$ cat src/design/dma_desc_pkg.sv
// constants for the five-channel dma engine with eight-byte descriptors
// assumes one 200 mhz clock, a byte-wide memory port and an apb register slave
package dma_desc_pkg;
    localparam int          NUM_CH         = 5;
    localparam int          DESC_BYTES     = 8;
    // apb byte addresses
    localparam logic [7:0]  ADDR_CH0_PTR   = 8'h00;
    localparam logic [7:0]  ADDR_CH14_PTR  = 8'h04;
    localparam logic [7:0]  ADDR_ARM       = 8'h08;
    localparam logic [7:0]  ADDR_REQ       = 8'h0c;
    localparam logic [7:0]  ADDR_FLAGS     = 8'h10;
    localparam logic [7:0]  ADDR_STATUS    = 8'h14;
    localparam int          ARM_ABORT_BIT  = 7;
    // reset values
    localparam logic [15:0] PTR_RESET      = 16'h0000;
    localparam logic [4:0]  BITS_RESET     = 5'h00;
    // descriptor byte indices
    localparam int          B_SRC_HI       = 0;
    localparam int          B_SRC_LO       = 1;
    localparam int          B_DST_HI       = 2;
    localparam int          B_DST_LO       = 3;
    localparam int          B_VARIABLE_LENGTH_SELECT_LIM     = 4;
    localparam int          B_LIM_LO       = 5;
    localparam int          B_MODE         = 6;
    localparam int          B_STEP         = 7;
    // field positions inside bytes 4, 6 and 7
    localparam int          VARIABLE_LENGTH_SELECT_MSB       = 7;
    localparam int          VARIABLE_LENGTH_SELECT_LSB       = 5;
    localparam int          LIM_HI_MSB     = 4;
    localparam int          WIDTH_BIT      = 7;
    localparam int          PAT_MSB        = 6;
    localparam int          PAT_LSB        = 5;
    localparam int          TRIGGER_SELECT_MSB       = 4;
    localparam int          SSTEP_MSB      = 7;
    localparam int          SSTEP_LSB      = 6;
    localparam int          DSTEP_MSB      = 5;
    localparam int          DSTEP_LSB      = 4;
    localparam int          IRQ_BIT        = 3;
    localparam int          M7_BIT         = 2;
    localparam int          PRIO_MSB       = 1;
    // pattern bits
    localparam int          PAT_BLOCK_BIT  = 0;
    localparam int          PAT_REPEAT_BIT = 1;
    // variable length codes
    localparam logic [2:0]  VARIABLE_LENGTH_SELECT_PLUS1     = 3'h1;
    localparam logic [2:0]  VARIABLE_LENGTH_SELECT_EXACT     = 3'h2;
    localparam logic [2:0]  VARIABLE_LENGTH_SELECT_PLUS2     = 3'h3;
    localparam logic [2:0]  VARIABLE_LENGTH_SELECT_PLUS3     = 3'h4;
    // address step codes
    localparam logic [1:0]  STEP_NONE      = 2'h0;
    localparam logic [1:0]  STEP_ONE       = 2'h1;
    localparam logic [1:0]  STEP_TWO       = 2'h2;
    localparam logic [1:0]  STEP_BACK      = 2'h3;
    // bus priority codes
    localparam logic [1:0]  PRIO_LOW       = 2'h0;
    localparam logic [1:0]  PRIO_GUAR      = 2'h1;
    localparam logic [1:0]  PRIO_HIGH      = 2'h2;
    // trigger codes
    localparam logic [4:0]  TRIGGER_SELECT_NONE      = 5'h00;
    localparam logic [4:0]  TRIGGER_SELECT_PREV      = 5'h01;

    typedef enum logic [2:0] {
        ST_IDLE  = 3'b000,
        ST_FETCH = 3'b001,
        ST_WAIT  = 3'b010,
        ST_XFER  = 3'b011,
        ST_DONE  = 3'b100
    } engine_state_type;
endpackage

$ cat src/design/dma_desc_engine.sv
// five-channel dma engine: fetches, latches and decodes eight-byte descriptors
// assumes a byte-wide memory port shared with the cpu and an apb master
//
// How it works
// - source address is byte0 high, byte1 low
// - destination is byte2 high, byte3 low
// - fixed codes move exactly the transfer count
// - variable codes plus one or exact, capped
// - codes plus two, plus three; three reserved
// - word width takes length bits 12:0
// - byte width uses eight or seven bits
// - thirteen-bit count, words or bytes, as maximum
// - width bit selects 8 or 16 bits
// - pattern: single, block, repeated single, repeated block
// - trigger zero means manual request only
// - trigger one follows previous channel completion
// - higher trigger codes select peripheral events
// - source steps zero, one, two, minus one
// - destination steps with the same encoding
// - interrupt enable gates completion interrupt
// - low priority yields the bus to cpu
// - guaranteed priority wins every second try
// - high priority beats cpu; code 11 reserved
// - channel 0 own pointer; 1-4 packed region
// - arming a channel fetches its descriptor
// - completion flag set regardless of enable
// - non-repeating patterns disarm on completion
//
// The APB register port and the register addresses were left to the implementer.
`timescale 1ns/1ps

module dma_desc_engine
    import dma_desc_pkg::*;
(
    input  wire logic        clk_in,          // 200 mhz system clock
    input  wire logic        reset_in,        // synchronous, active high
    input  wire logic        psel_in,         // apb select
    input  wire logic        penable_in,      // apb enable
    input  wire logic        pwrite_in,       // apb direction
    input  wire logic [7:0]  paddr_in,        // apb byte address
    input  wire logic [31:0] pwdata_in,       // apb write data
    output logic      [31:0] prdata_out,      // apb read data
    output logic             pready_out,      // apb ready
    output logic             pslverr_out,     // apb error, unmapped address
    input  wire logic        cpu_bus_req_in,  // cpu wants the memory bus
    input  wire logic [31:0] trigger_in,      // peripheral event pulses
    output logic             mem_req_out,     // memory access request
    output logic             mem_write_out,   // memory access is a write
    output logic      [15:0] mem_addr_out,    // memory byte address
    output logic      [7:0]  mem_wdata_out,   // memory write byte
    input  wire logic [7:0]  mem_rdata_in,    // memory read byte, valid with ack
    input  wire logic        mem_ack_in,      // memory access done
    output logic             dma_irq_out      // completion interrupt
);
    engine_state_type state_q, state_d;
    logic [2:0]  ch_q, ch_d, idx_q, idx_d, pick;
    logic [1:0]  sub_q, sub_d;
    logic [12:0] units_q, units_d, total_q, total_d;
    logic [15:0] src_q, src_d, dst_q, dst_d, data_q, data_d;
    logic [15:0] ptr0_q, ptr1_q;
    logic [4:0]  arm_q, req_q, flag_q, irqen_q, chain_q;
    logic [7:0]  desc_q [DESC_BYTES];
    logic        mreq_d, mwe_d, desc_we, pick_valid, lost_q;
    logic [15:0] maddr_d;
    logic [7:0]  mwd_d;
    logic        mem_req_q, mem_write_q, pready_q, pslverr_q, irq_q;
    logic [15:0] mem_addr_q;
    logic [7:0]  mem_wdata_q;
    logic [31:0] prdata_q;

    // descriptor decode
    wire [15:0] src_addr_w = {desc_q[B_SRC_HI], desc_q[B_SRC_LO]};
    wire [15:0] dst_addr_w = {desc_q[B_DST_HI], desc_q[B_DST_LO]};
    wire [2:0]  variable_length_select_w     = desc_q[B_VARIABLE_LENGTH_SELECT_LIM][VARIABLE_LENGTH_SELECT_MSB:VARIABLE_LENGTH_SELECT_LSB];
    wire [12:0] limit_w    = {desc_q[B_VARIABLE_LENGTH_SELECT_LIM][LIM_HI_MSB:0], desc_q[B_LIM_LO]};
    wire        word_w     = desc_q[B_MODE][WIDTH_BIT];
    wire [1:0]  pattern_w  = desc_q[B_MODE][PAT_MSB:PAT_LSB];
    wire [4:0]  trigger_select_w     = desc_q[B_MODE][TRIGGER_SELECT_MSB:0];
    wire [1:0]  sstep_w    = desc_q[B_STEP][SSTEP_MSB:SSTEP_LSB];
    wire [1:0]  dstep_w    = desc_q[B_STEP][DSTEP_MSB:DSTEP_LSB];
    wire        irq_en_w   = desc_q[B_STEP][IRQ_BIT];
    wire        m7_w       = desc_q[B_STEP][M7_BIT];
    wire [1:0]  prio_w     = desc_q[B_STEP][PRIO_MSB:0];

    wire is_var = (variable_length_select_w == VARIABLE_LENGTH_SELECT_PLUS1) || (variable_length_select_w == VARIABLE_LENGTH_SELECT_EXACT) ||
                  (variable_length_select_w == VARIABLE_LENGTH_SELECT_PLUS2) || (variable_length_select_w == VARIABLE_LENGTH_SELECT_PLUS3);

    // length from first unit; low byte arrives first, so it sits in data_q
    wire [12:0] len_word = {mem_rdata_in[4:0], data_q[7:0]};
    wire [12:0] len_byte = m7_w ? {6'h00, mem_rdata_in[6:0]} : {5'h00, mem_rdata_in};
    wire [12:0] len_val  = word_w ? len_word : len_byte;
    // plus one or exact; plus two or three
    wire [13:0] len_adj  = (variable_length_select_w == VARIABLE_LENGTH_SELECT_PLUS1) ? 14'h0001 :
                           (variable_length_select_w == VARIABLE_LENGTH_SELECT_PLUS2) ? 14'h0002 :
                           (variable_length_select_w == VARIABLE_LENGTH_SELECT_PLUS3) ? 14'h0003 : 14'h0000;
    wire [13:0] len_sum  = {1'b0, len_val} + len_adj;
    // transfer count caps the variable length
    wire [12:0] len_cap  = (len_sum > {1'b0, limit_w}) ? limit_w : len_sum[12:0];

    // channel 0 own pointer, channels 1-4 eight bytes apart
    wire [2:0]  ch_m1      = ch_q - 3'h1;
    wire [15:0] fetch_base = (ch_q == 3'h0) ? ptr0_q : ptr1_q + {10'h000, ch_m1, 3'h0};
    wire [15:0] fetch_addr = fetch_base + {13'h0000, idx_q};

    wire [4:0]  ch_hot     = 5'(5'h01 << ch_q);
    wire        armed      = |(arm_q & ch_hot);

    // manual only; previous channel; peripheral list
    wire fire = |(req_q & ch_hot) ||
                ((trigger_select_w == TRIGGER_SELECT_PREV) && |(chain_q & ch_hot)) ||
                ((trigger_select_w > TRIGGER_SELECT_PREV) && trigger_in[trigger_select_w]);
    wire [4:0] grant_hot = (state_q == ST_WAIT && armed && fire) ? ch_hot : 5'h00;

    wire       done      = (state_q == ST_DONE);
    wire [4:0] done_hot  = done ? ch_hot : 5'h00;
    wire [4:0] disarm    = pattern_w[PAT_REPEAT_BIT] ? 5'h00 : done_hot;

    // the fetch has no priority code yet, so it alternates like the guaranteed level
    wire [1:0] prio_eff  = (state_q == ST_FETCH) ? PRIO_GUAR : prio_w;
    wire       want      = (state_q == ST_FETCH || state_q == ST_XFER) && !mem_req_q && armed;
    // low yields; every second try; high wins, 11 as low
    wire       bus_ok    = (prio_eff == PRIO_HIGH) || !cpu_bus_req_in ||
                           ((prio_eff == PRIO_GUAR) && lost_q);

    wire       read_last  = word_w ? sub_q[0] : 1'b1;
    wire       last_unit  = ({1'b0, units_q} + 14'h0001) >= {1'b0, total_q};
    wire [15:0] unit_off  = {15'h0000, sub_q[0]};

    // step of one unit, two units or back one
    function automatic logic [15:0] step_delta(input logic [1:0] code, input logic wide);
        logic [15:0] u;
        u = wide ? 16'h0002 : 16'h0001;
        case (code)
            STEP_ONE:  step_delta = u;
            STEP_TWO:  step_delta = {u[14:0], 1'b0};
            STEP_BACK: step_delta = 16'h0000 - u;
            default:   step_delta = 16'h0000;
        endcase
    endfunction

    // round robin from the channel after the last one served
    always_comb begin
        int c;
        c = 0;
        pick_valid = 1'b0;
        pick = ch_q;
        for (int i = NUM_CH; i >= 1; i--) begin
            c = (int'(ch_q) + i) % NUM_CH;
            if (arm_q[c]) begin
                pick_valid = 1'b1;
                pick = 3'(c);
            end
        end
    end

    always_comb begin
        state_d = state_q;
        ch_d    = ch_q;
        idx_d   = idx_q;
        sub_d   = sub_q;
        units_d = units_q;
        total_d = total_q;
        src_d   = src_q;
        dst_d   = dst_q;
        data_d  = data_q;
        mreq_d  = mem_req_q;
        mwe_d   = mem_write_q;
        maddr_d = mem_addr_q;
        mwd_d   = mem_wdata_q;
        desc_we = 1'b0;
        unique case (state_q)
            // an armed channel starts with its descriptor fetch
            ST_IDLE: if (pick_valid) begin
                ch_d    = pick;
                idx_d   = 3'h0;
                state_d = ST_FETCH;
            end
            ST_FETCH: if (mem_req_q) begin
                if (mem_ack_in) begin
                    mreq_d  = 1'b0;
                    desc_we = 1'b1;
                    idx_d   = idx_q + 3'h1;
                    // transfers wait until byte 7 is in
                    if (idx_q == 3'h7) begin
                        state_d = ST_WAIT;
                        src_d   = src_addr_w;
                        dst_d   = dst_addr_w;
                        units_d = 13'h0000;
                        total_d = limit_w;
                    end
                end
            end else if (!armed) begin
                state_d = ST_IDLE;
            end else if (bus_ok) begin
                mreq_d  = 1'b1;
                mwe_d   = 1'b0;
                maddr_d = fetch_addr;
            end
            ST_WAIT: if (!armed) begin
                state_d = ST_IDLE;
            end else if (fire) begin
                sub_d   = 2'h0;
                // a zero fixed count completes at once
                state_d = (!is_var && limit_w == 13'h0000) ? ST_DONE : ST_XFER;
            end
            ST_XFER: if (mem_req_q) begin
                if (mem_ack_in) begin
                    mreq_d = 1'b0;
                    if (!sub_q[1]) begin
                        if (sub_q[0]) data_d[15:8] = mem_rdata_in;
                        else data_d[7:0] = mem_rdata_in;
                        sub_d = read_last ? 2'h2 : 2'h1;
                        // length taken from the first unit
                        if (read_last && is_var && units_q == 13'h0000) total_d = len_cap;
                    end else if (!read_last) begin
                        sub_d = 2'h3;
                    end else begin
                        sub_d   = 2'h0;
                        units_d = units_q + 13'h0001;
                        src_d   = src_q + step_delta(sstep_w, word_w);
                        dst_d   = dst_q + step_delta(dstep_w, word_w);
                        // single waits for a trigger per unit, block runs on
                        if (last_unit) state_d = ST_DONE;
                        else if (!pattern_w[PAT_BLOCK_BIT]) state_d = ST_WAIT;
                    end
                end
            end else if (!armed) begin
                state_d = ST_IDLE;
            end else if (bus_ok) begin
                // word width moves two bytes per unit
                mreq_d  = 1'b1;
                mwe_d   = sub_q[1];
                maddr_d = sub_q[1] ? dst_q + unit_off : src_q + unit_off;
                mwd_d   = sub_q[0] ? data_q[15:8] : data_q[7:0];
            end
            ST_DONE: state_d = ST_IDLE;
            default: state_d = ST_IDLE;
        endcase
    end

    always_ff @(posedge clk_in) begin
        if (reset_in) begin
            state_q <= ST_IDLE;
            ch_q    <= 3'h0;
            idx_q   <= 3'h0;
            sub_q   <= 2'h0;
            units_q <= 13'h0000;
            total_q <= 13'h0000;
            src_q   <= 16'h0000;
            dst_q   <= 16'h0000;
            data_q  <= 16'h0000;
        end else begin
            state_q <= state_d;
            ch_q    <= ch_d;
            idx_q   <= idx_d;
            sub_q   <= sub_d;
            units_q <= units_d;
            total_q <= total_d;
            src_q   <= src_d;
            dst_q   <= dst_d;
            data_q  <= data_d;
        end
    end

    // a request is never withdrawn before its ack, even on abort
    always_ff @(posedge clk_in) begin
        if (reset_in) begin
            mem_req_q   <= 1'b0;
            mem_write_q <= 1'b0;
            mem_addr_q  <= 16'h0000;
            mem_wdata_q <= 8'h00;
        end else begin
            mem_req_q   <= mreq_d;
            mem_write_q <= mwe_d;
            mem_addr_q  <= maddr_d;
            mem_wdata_q <= mwd_d;
        end
    end

    // one lost attempt guarantees the next
    always_ff @(posedge clk_in) begin
        if (reset_in) lost_q <= 1'b0;
        else if (want) lost_q <= !bus_ok;
    end

    for (genvar g = 0; g < DESC_BYTES; g++) begin : g_desc
        always_ff @(posedge clk_in) begin
            if (reset_in) desc_q[g] <= 8'h00;
            else if (desc_we && idx_q == 3'(g)) desc_q[g] <= mem_rdata_in;
        end
    end

    // apb slave: zero wait states, read data captured in the setup cycle
    wire setup  = psel_in && !penable_in;
    wire hit_p0 = (paddr_in == ADDR_CH0_PTR);
    wire hit_p1 = (paddr_in == ADDR_CH14_PTR);
    wire hit_ar = (paddr_in == ADDR_ARM);
    wire hit_rq = (paddr_in == ADDR_REQ);
    wire hit_fl = (paddr_in == ADDR_FLAGS);
    wire hit_st = (paddr_in == ADDR_STATUS);
    wire mapped = hit_p0 || hit_p1 || hit_ar || hit_rq || hit_fl || hit_st;
    wire wr     = psel_in && penable_in && pwrite_in && pready_q && mapped;
    wire abort  = pwdata_in[ARM_ABORT_BIT];
    wire [31:0] status_w = {3'h0, units_q, 9'h000, ch_q, 1'b0, state_q};
    wire [31:0] rd_data  = hit_p0 ? {16'h0000, ptr0_q} :
                           hit_p1 ? {16'h0000, ptr1_q} :
                           hit_ar ? {27'h0000000, arm_q} :
                           hit_rq ? {27'h0000000, req_q} :
                           hit_fl ? {27'h0000000, flag_q} :
                           hit_st ? status_w : 32'h00000000;

    // software arming wins over the hardware disarm in the same cycle
    wire [4:0] arm_d   = (wr && hit_ar) ? (abort ? arm_q & ~pwdata_in[4:0] & ~disarm
                                                 : pwdata_in[4:0])
                                        : arm_q & ~disarm;
    // manual request: write 1 sets, cleared on grant, a set wins
    wire [4:0] req_d   = (req_q & ~grant_hot) | ((wr && hit_rq) ? pwdata_in[4:0] : 5'h00);
    // completion sets the flag whatever the enable; writing 0 clears
    wire [4:0] flag_d  = ((wr && hit_fl) ? flag_q & pwdata_in[4:0] : flag_q) | done_hot;
    wire [4:0] irqen_d = (irqen_q & ~done_hot) | (irq_en_w ? done_hot : 5'h00);
    // completion of channel n arms the chain trigger of n+1
    wire [4:0] chain_d = (chain_q & ~grant_hot) | {done_hot[3:0], done_hot[4]};

    always_ff @(posedge clk_in) begin
        if (reset_in) begin
            ptr0_q    <= PTR_RESET;
            ptr1_q    <= PTR_RESET;
            arm_q     <= BITS_RESET;
            req_q     <= BITS_RESET;
            flag_q    <= BITS_RESET;
            irqen_q   <= BITS_RESET;
            chain_q   <= BITS_RESET;
            prdata_q  <= 32'h00000000;
            pready_q  <= 1'b0;
            pslverr_q <= 1'b0;
            irq_q     <= 1'b0;
        end else begin
            if (wr && hit_p0) ptr0_q <= pwdata_in[15:0];
            if (wr && hit_p1) ptr1_q <= pwdata_in[15:0];
            arm_q     <= arm_d;
            req_q     <= req_d;
            flag_q    <= flag_d;
            irqen_q   <= irqen_d;
            chain_q   <= chain_d;
            if (setup) prdata_q <= rd_data;
            pready_q  <= setup;
            pslverr_q <= setup && !mapped;
            // only enabled channels raise the interrupt
            irq_q     <= |(flag_q & irqen_q);
        end
    end

    assign prdata_out    = prdata_q;
    assign pready_out    = pready_q;
    assign pslverr_out   = pslverr_q;
    assign mem_req_out   = mem_req_q;
    assign mem_write_out = mem_write_q;
    assign mem_addr_out  = mem_addr_q;
    assign mem_wdata_out = mem_wdata_q;
    assign dma_irq_out   = irq_q;
endmodule

$ cat config.mk
export PLATFORM = sky130hd
export DESIGN_NAME = dma_desc_engine
export DESIGN_NICKNAME = d
export VERILOG_FILES = /design/src/design/dma_desc_pkg.sv /design/src/design/dma_desc_engine.sv
export SDC_FILE = /design/constraint.sdc
export NUM_CORES = 1
export LEC_CHECK = 0
export BUFFER_PORTS_ARGS = -buffer_cell sky130_fd_sc_hd__buf_2
export CAP_MARGIN = 20
export CORE_MARGIN = 2
export CORE_UTILIZATION = 28
export DETAILED_ROUTE_END_ITERATION = 7
export PLACE_DENSITY = 0.54
export SKIP_LAST_GASP = 1
export SYNTH_ARGS = -nofsm -noshare
export SYNTH_HDL_FRONTEND = slang
export SYNTH_SLANG_ARGS = --single-unit
$ cat constraint.sdc
create_clock -name clk_in -period 11.5 [get_ports clk_in]
set_input_delay 0.575 -clock clk_in [delete_from_list [all_inputs] [get_ports clk_in]]
set_output_delay 0.575 -clock clk_in [all_outputs]
set_load 0.05 [all_outputs]
==> impl_results.md <==
- Crit-path max cell delay: 0.79 ns
- Pin count of the biggest net entering global routing: 92
- Number of setup violations in the final report: 0
- Setup_tns: 0 ns
- Global-route wire length before repair: 85000 um
- Number of design rule violations left after detail routing: 0
- Series of cell instances along the critical path: inv_1 > ha_1 > ha_1 > inv_1 > ha_1 > nor3_1 > nor2_1 > xnor2_1 > ha_1 > nand2b_1 > a21oi_1 > a31oi_4 > mux4_2 > or2_2 > nand4b_1 > o31ai_2 > nor2_1 > a31o_2
- Share of final-layout standard cells stronger than drive strength 1: 11.6%
- Setup Slack @ Placement: 5.80 ns
- DR iter-0 viols: 1254
- CP max FO: 18
- Overall die width: 253 um
- Part of the cycle the worst path needs: 51.0%
- CP Data Required Time: 11.97 ns
- Timing-limited maximum frequency: 171 MHz
- Initial standard-cell utilization of the core: 28.2%
- Portion of synthesized cell area occupied by the leading cell type: 23.2%
- Cell seen most often among critical-path stages: sky130_fd_sc_hd__ha_1
- Wire length after detailed routing: 53800 um
- Aggregate global-route resource usage: 16.5%
- Hold Crit Endpoint: ptr0_q[10]
- Clock network latency to the later pin of the worst-skew pair: 0.59 ns
- Shortest clock period the worst path allows after layout: 5.86 ns
- Inserted Clock Buffers: 31
- Ys Warns: 0
- CP Class: reg -> reg
- Post-DP HPWL: 38400 um
- Post-Synth XOR/XNOR Area: 4.39%
- Final GP Congestion: 0.889
- Fin util: 31.8%
- Detailed-router iteration count before antenna repair: 5
- Area share of and/or/nand/nor cells after synthesis: 21.1%
- Clock-pin transition on the worst setup and hold timing paths: 0.06 ns
- Post-synth EDFFs: 64
- Placed insts: 2845
- Post-route ant nets: 0
- Highest-count cells in the layout ignoring fill and taps: 203 x sky130_fd_sc_hd__nand2_1, 201 x sky130_fd_sc_hd__dfxtp_1, 196 x sky130_fd_sc_hd__nor2_1
- Root cell of the clock tree: sky130_fd_sc_hd__clkbuf_16
- Most common library cell in the layout ignoring fill and taps: sky130_fd_sc_hd__nand2_1
- Main area contributors after synthesis: sky130_fd_sc_hd__dfxtp_1 23%, sky130_fd_sc_hd__edfxtp_1 11%, sky130_fd_sc_hd__ha_1 7.4%
- Via count of the first global-routing pass: 15100
- Routed length per instance: 18.5 um
- Syn Inst Count: 2040
- Main combinational cell family by area after synthesis: simple AND/OR/NAND/NOR gates
- Number of antenna violations at the first check in global routing: 3
- Data arrival time of the worst path: 6.33 ns
- Crit path launch type: register
- Post-synth top flop: sky130_fd_sc_hd__dfxtp_1
- Number of maximum-capacitance violations: 0
- Cell depth of the worst flop-to-flop path: 18
- Die Ht: 253 um
- Number of diodes: 0
- Layout overhead on the synthesized area: 12.7%
- Total number of clock tree sinks: 265
- Portion of the post-synthesis area used by sequential elements: 34.2%
- Sort of element at the end of the critical path: register
- DIE AREA: 64000 um2
- Relative slew margins: 30.6%
- Depth of the CTS H-tree: 1
- Gr ovfl total: 0
- Power density normalized to cell area: 114 nW/um2
- Area of the mapped netlist: 17400 um2
- Type of the tightest min-delay check: in -> reg
- Worst Hold Launch: pwdata_in[10]
- Post-synthesis cell type with the largest combined area: sky130_fd_sc_hd__dfxtp_1
- Area of the core: 61500 um2
- Syn avg cell area: 8.51 um2
- Flops & latches, synth: 265
- Post-DR vias/cell: 5.32
- Adder-Cell Fraction of Synth Area: 8.00%
- Setup fix buffers added after clock tree synthesis: 0
- Clock buffer depth: 3
- Fin. Hold Viols: 0
- I/O pins: 148
- Max VDD drop: 0.000108 V
- Final max-slew violation count: 0
- Worst flop-to-flop path startpoint: ch_q[1]
- Mux cell area share after synthesis: 7.97%
- Worst r2r dst: ch_q[2]
- Min Hold Slack: 0.252 ns
- Hold-fix buffers at CTS: 0
- Final Instance Count excl. Fillers: 2900
- Setup slack of the most critical reg-to-reg path: 5.64 ns
- CTS tree: done
- Setup repair after global routing missed its margin: false
- Number of input and output port buffers inserted: 128
- Layout Skew: 0.0232 ns
- Static Leakage: 7.48 nW
- Share of flip-flops with an asynchronous set or reset after synthesis: 0%
- Netlist cell types: 92
- Setup ws final: 5.64 ns
- Site row count: 91
- NumNets Final: 2285
- Routed via count: 15400
- Number of cells upsized or downsized after cts: 0
- Status: completed
- Slew of the pin with the lowest slew margin: 1.03 ns
- Worst hold path stage count: 3
- Synth Area in Compound Gates: 19.2%
- Worst-path cell with the longest stage delay: sky130_fd_sc_hd__dfxtp_1
-- power by group --
group	switching, mW	internal, mW	total [mW]
Sequential	0.0144	0.965	0.979
Clock	0.412	0.569	0.981
Combinational	0.184	0.0950	0.279
-- how the worst max path moves through the flow --
stage,start,to,cells past startpoint
2_1_floorplan,desc_q[1][23],total_q[2],22
3_3_place_gp,ch_q[1],ch_q[2],18
3_5_place_dp,ch_q[1],ch_q[2],18
4_1_cts,ch_q[1],ch_q[2],18
5_1_grt,ch_q[1],idx_q[0],18
6_report,ch_q[1],ch_q[2],18
-- metrics by stage --
step                      power, mW  instance area [um2]
after floorplan                1.19                17400
after global placement         1.27                18500
after detailed placement       1.27                18600
after CTS                      2.26                19500
after global routing           2.33                19600
final                          2.24                19600
-- cell usage after synthesis, drive strengths merged (58+ instances only) --
cell and n:
nand2 204, o21ai 98, mux2i 100, dfxtp 201, and3 60, nor3 58, ha 103, edfxtp 64
nor2 197, a21oi 131, nand3 65, clkbuf 112, inv 70
-- sequential cells by signal, indices dropped and copies added, names as in the netlist, 2 cells and up, named ones only --
name,cells
desc_q,64
flag_q,5
ptr1_q,16
total_q,13
ch_q,3
mem_wdata_out,8
sub_q,2
data_q,16
idx_q,3
req_q,5
dst_q,16
mem_addr_out,16
prdata_out,29
src_q,16
ptr0_q,16
chain_q,5
state_q,3
units_q,13
arm_q,5
-- layout make-up --
| type | instances | area (um2) |
|---|---|---|
| Clock buffer | 42 | 867 |
| Clock inverter | 11 | 121 |
| Fill cell | 6437 | 41900 |
| Inverter | 72 | 270 |
| Multi-Input combinational cell | 1572 | 10600 |
| Sequential cell | 265 | 5950 |
| Tap cell | 790 | 988 |
| Timing Repair Buffer | 148 | 808 |
-- layer usage --
layer,vias up,part of all wire [%],GRT usage [%]
met1,7476,47,22.6
met4,4,1.8,3.53
met3,68,5.2,2.75
met2,397,46,27.2
met5,-,0.054,0
li1,7489,-,-
-- kinds of logic after synthesis --
| family | count (synthesis) |
|---|---|
| multiplexers | 123 |
| other | 1 |
| AND/OR/NAND/NOR | 757 |
| AO/OA/AOI/OAI | 494 |
| adder cells (fa/ha/maj) | 108 |
| flip-flops | 265 |
| XOR/XNOR | 87 |
| buffers and inverters | 205 |
-- critical path: cells and delay by family (launching register included) --
family | cells | cell delay (ns)
buf+inv | 2 | 0.51
compound gates | 4 | 1.27
flops | 1 | 0.79
simple gates | 6 | 1.05
fa+ha+maj | 4 | 1.36
xor+xnor | 1 | 0.37
mux | 1 | 0.38
No activity file was read; power rests on OpenSTA's default activity.
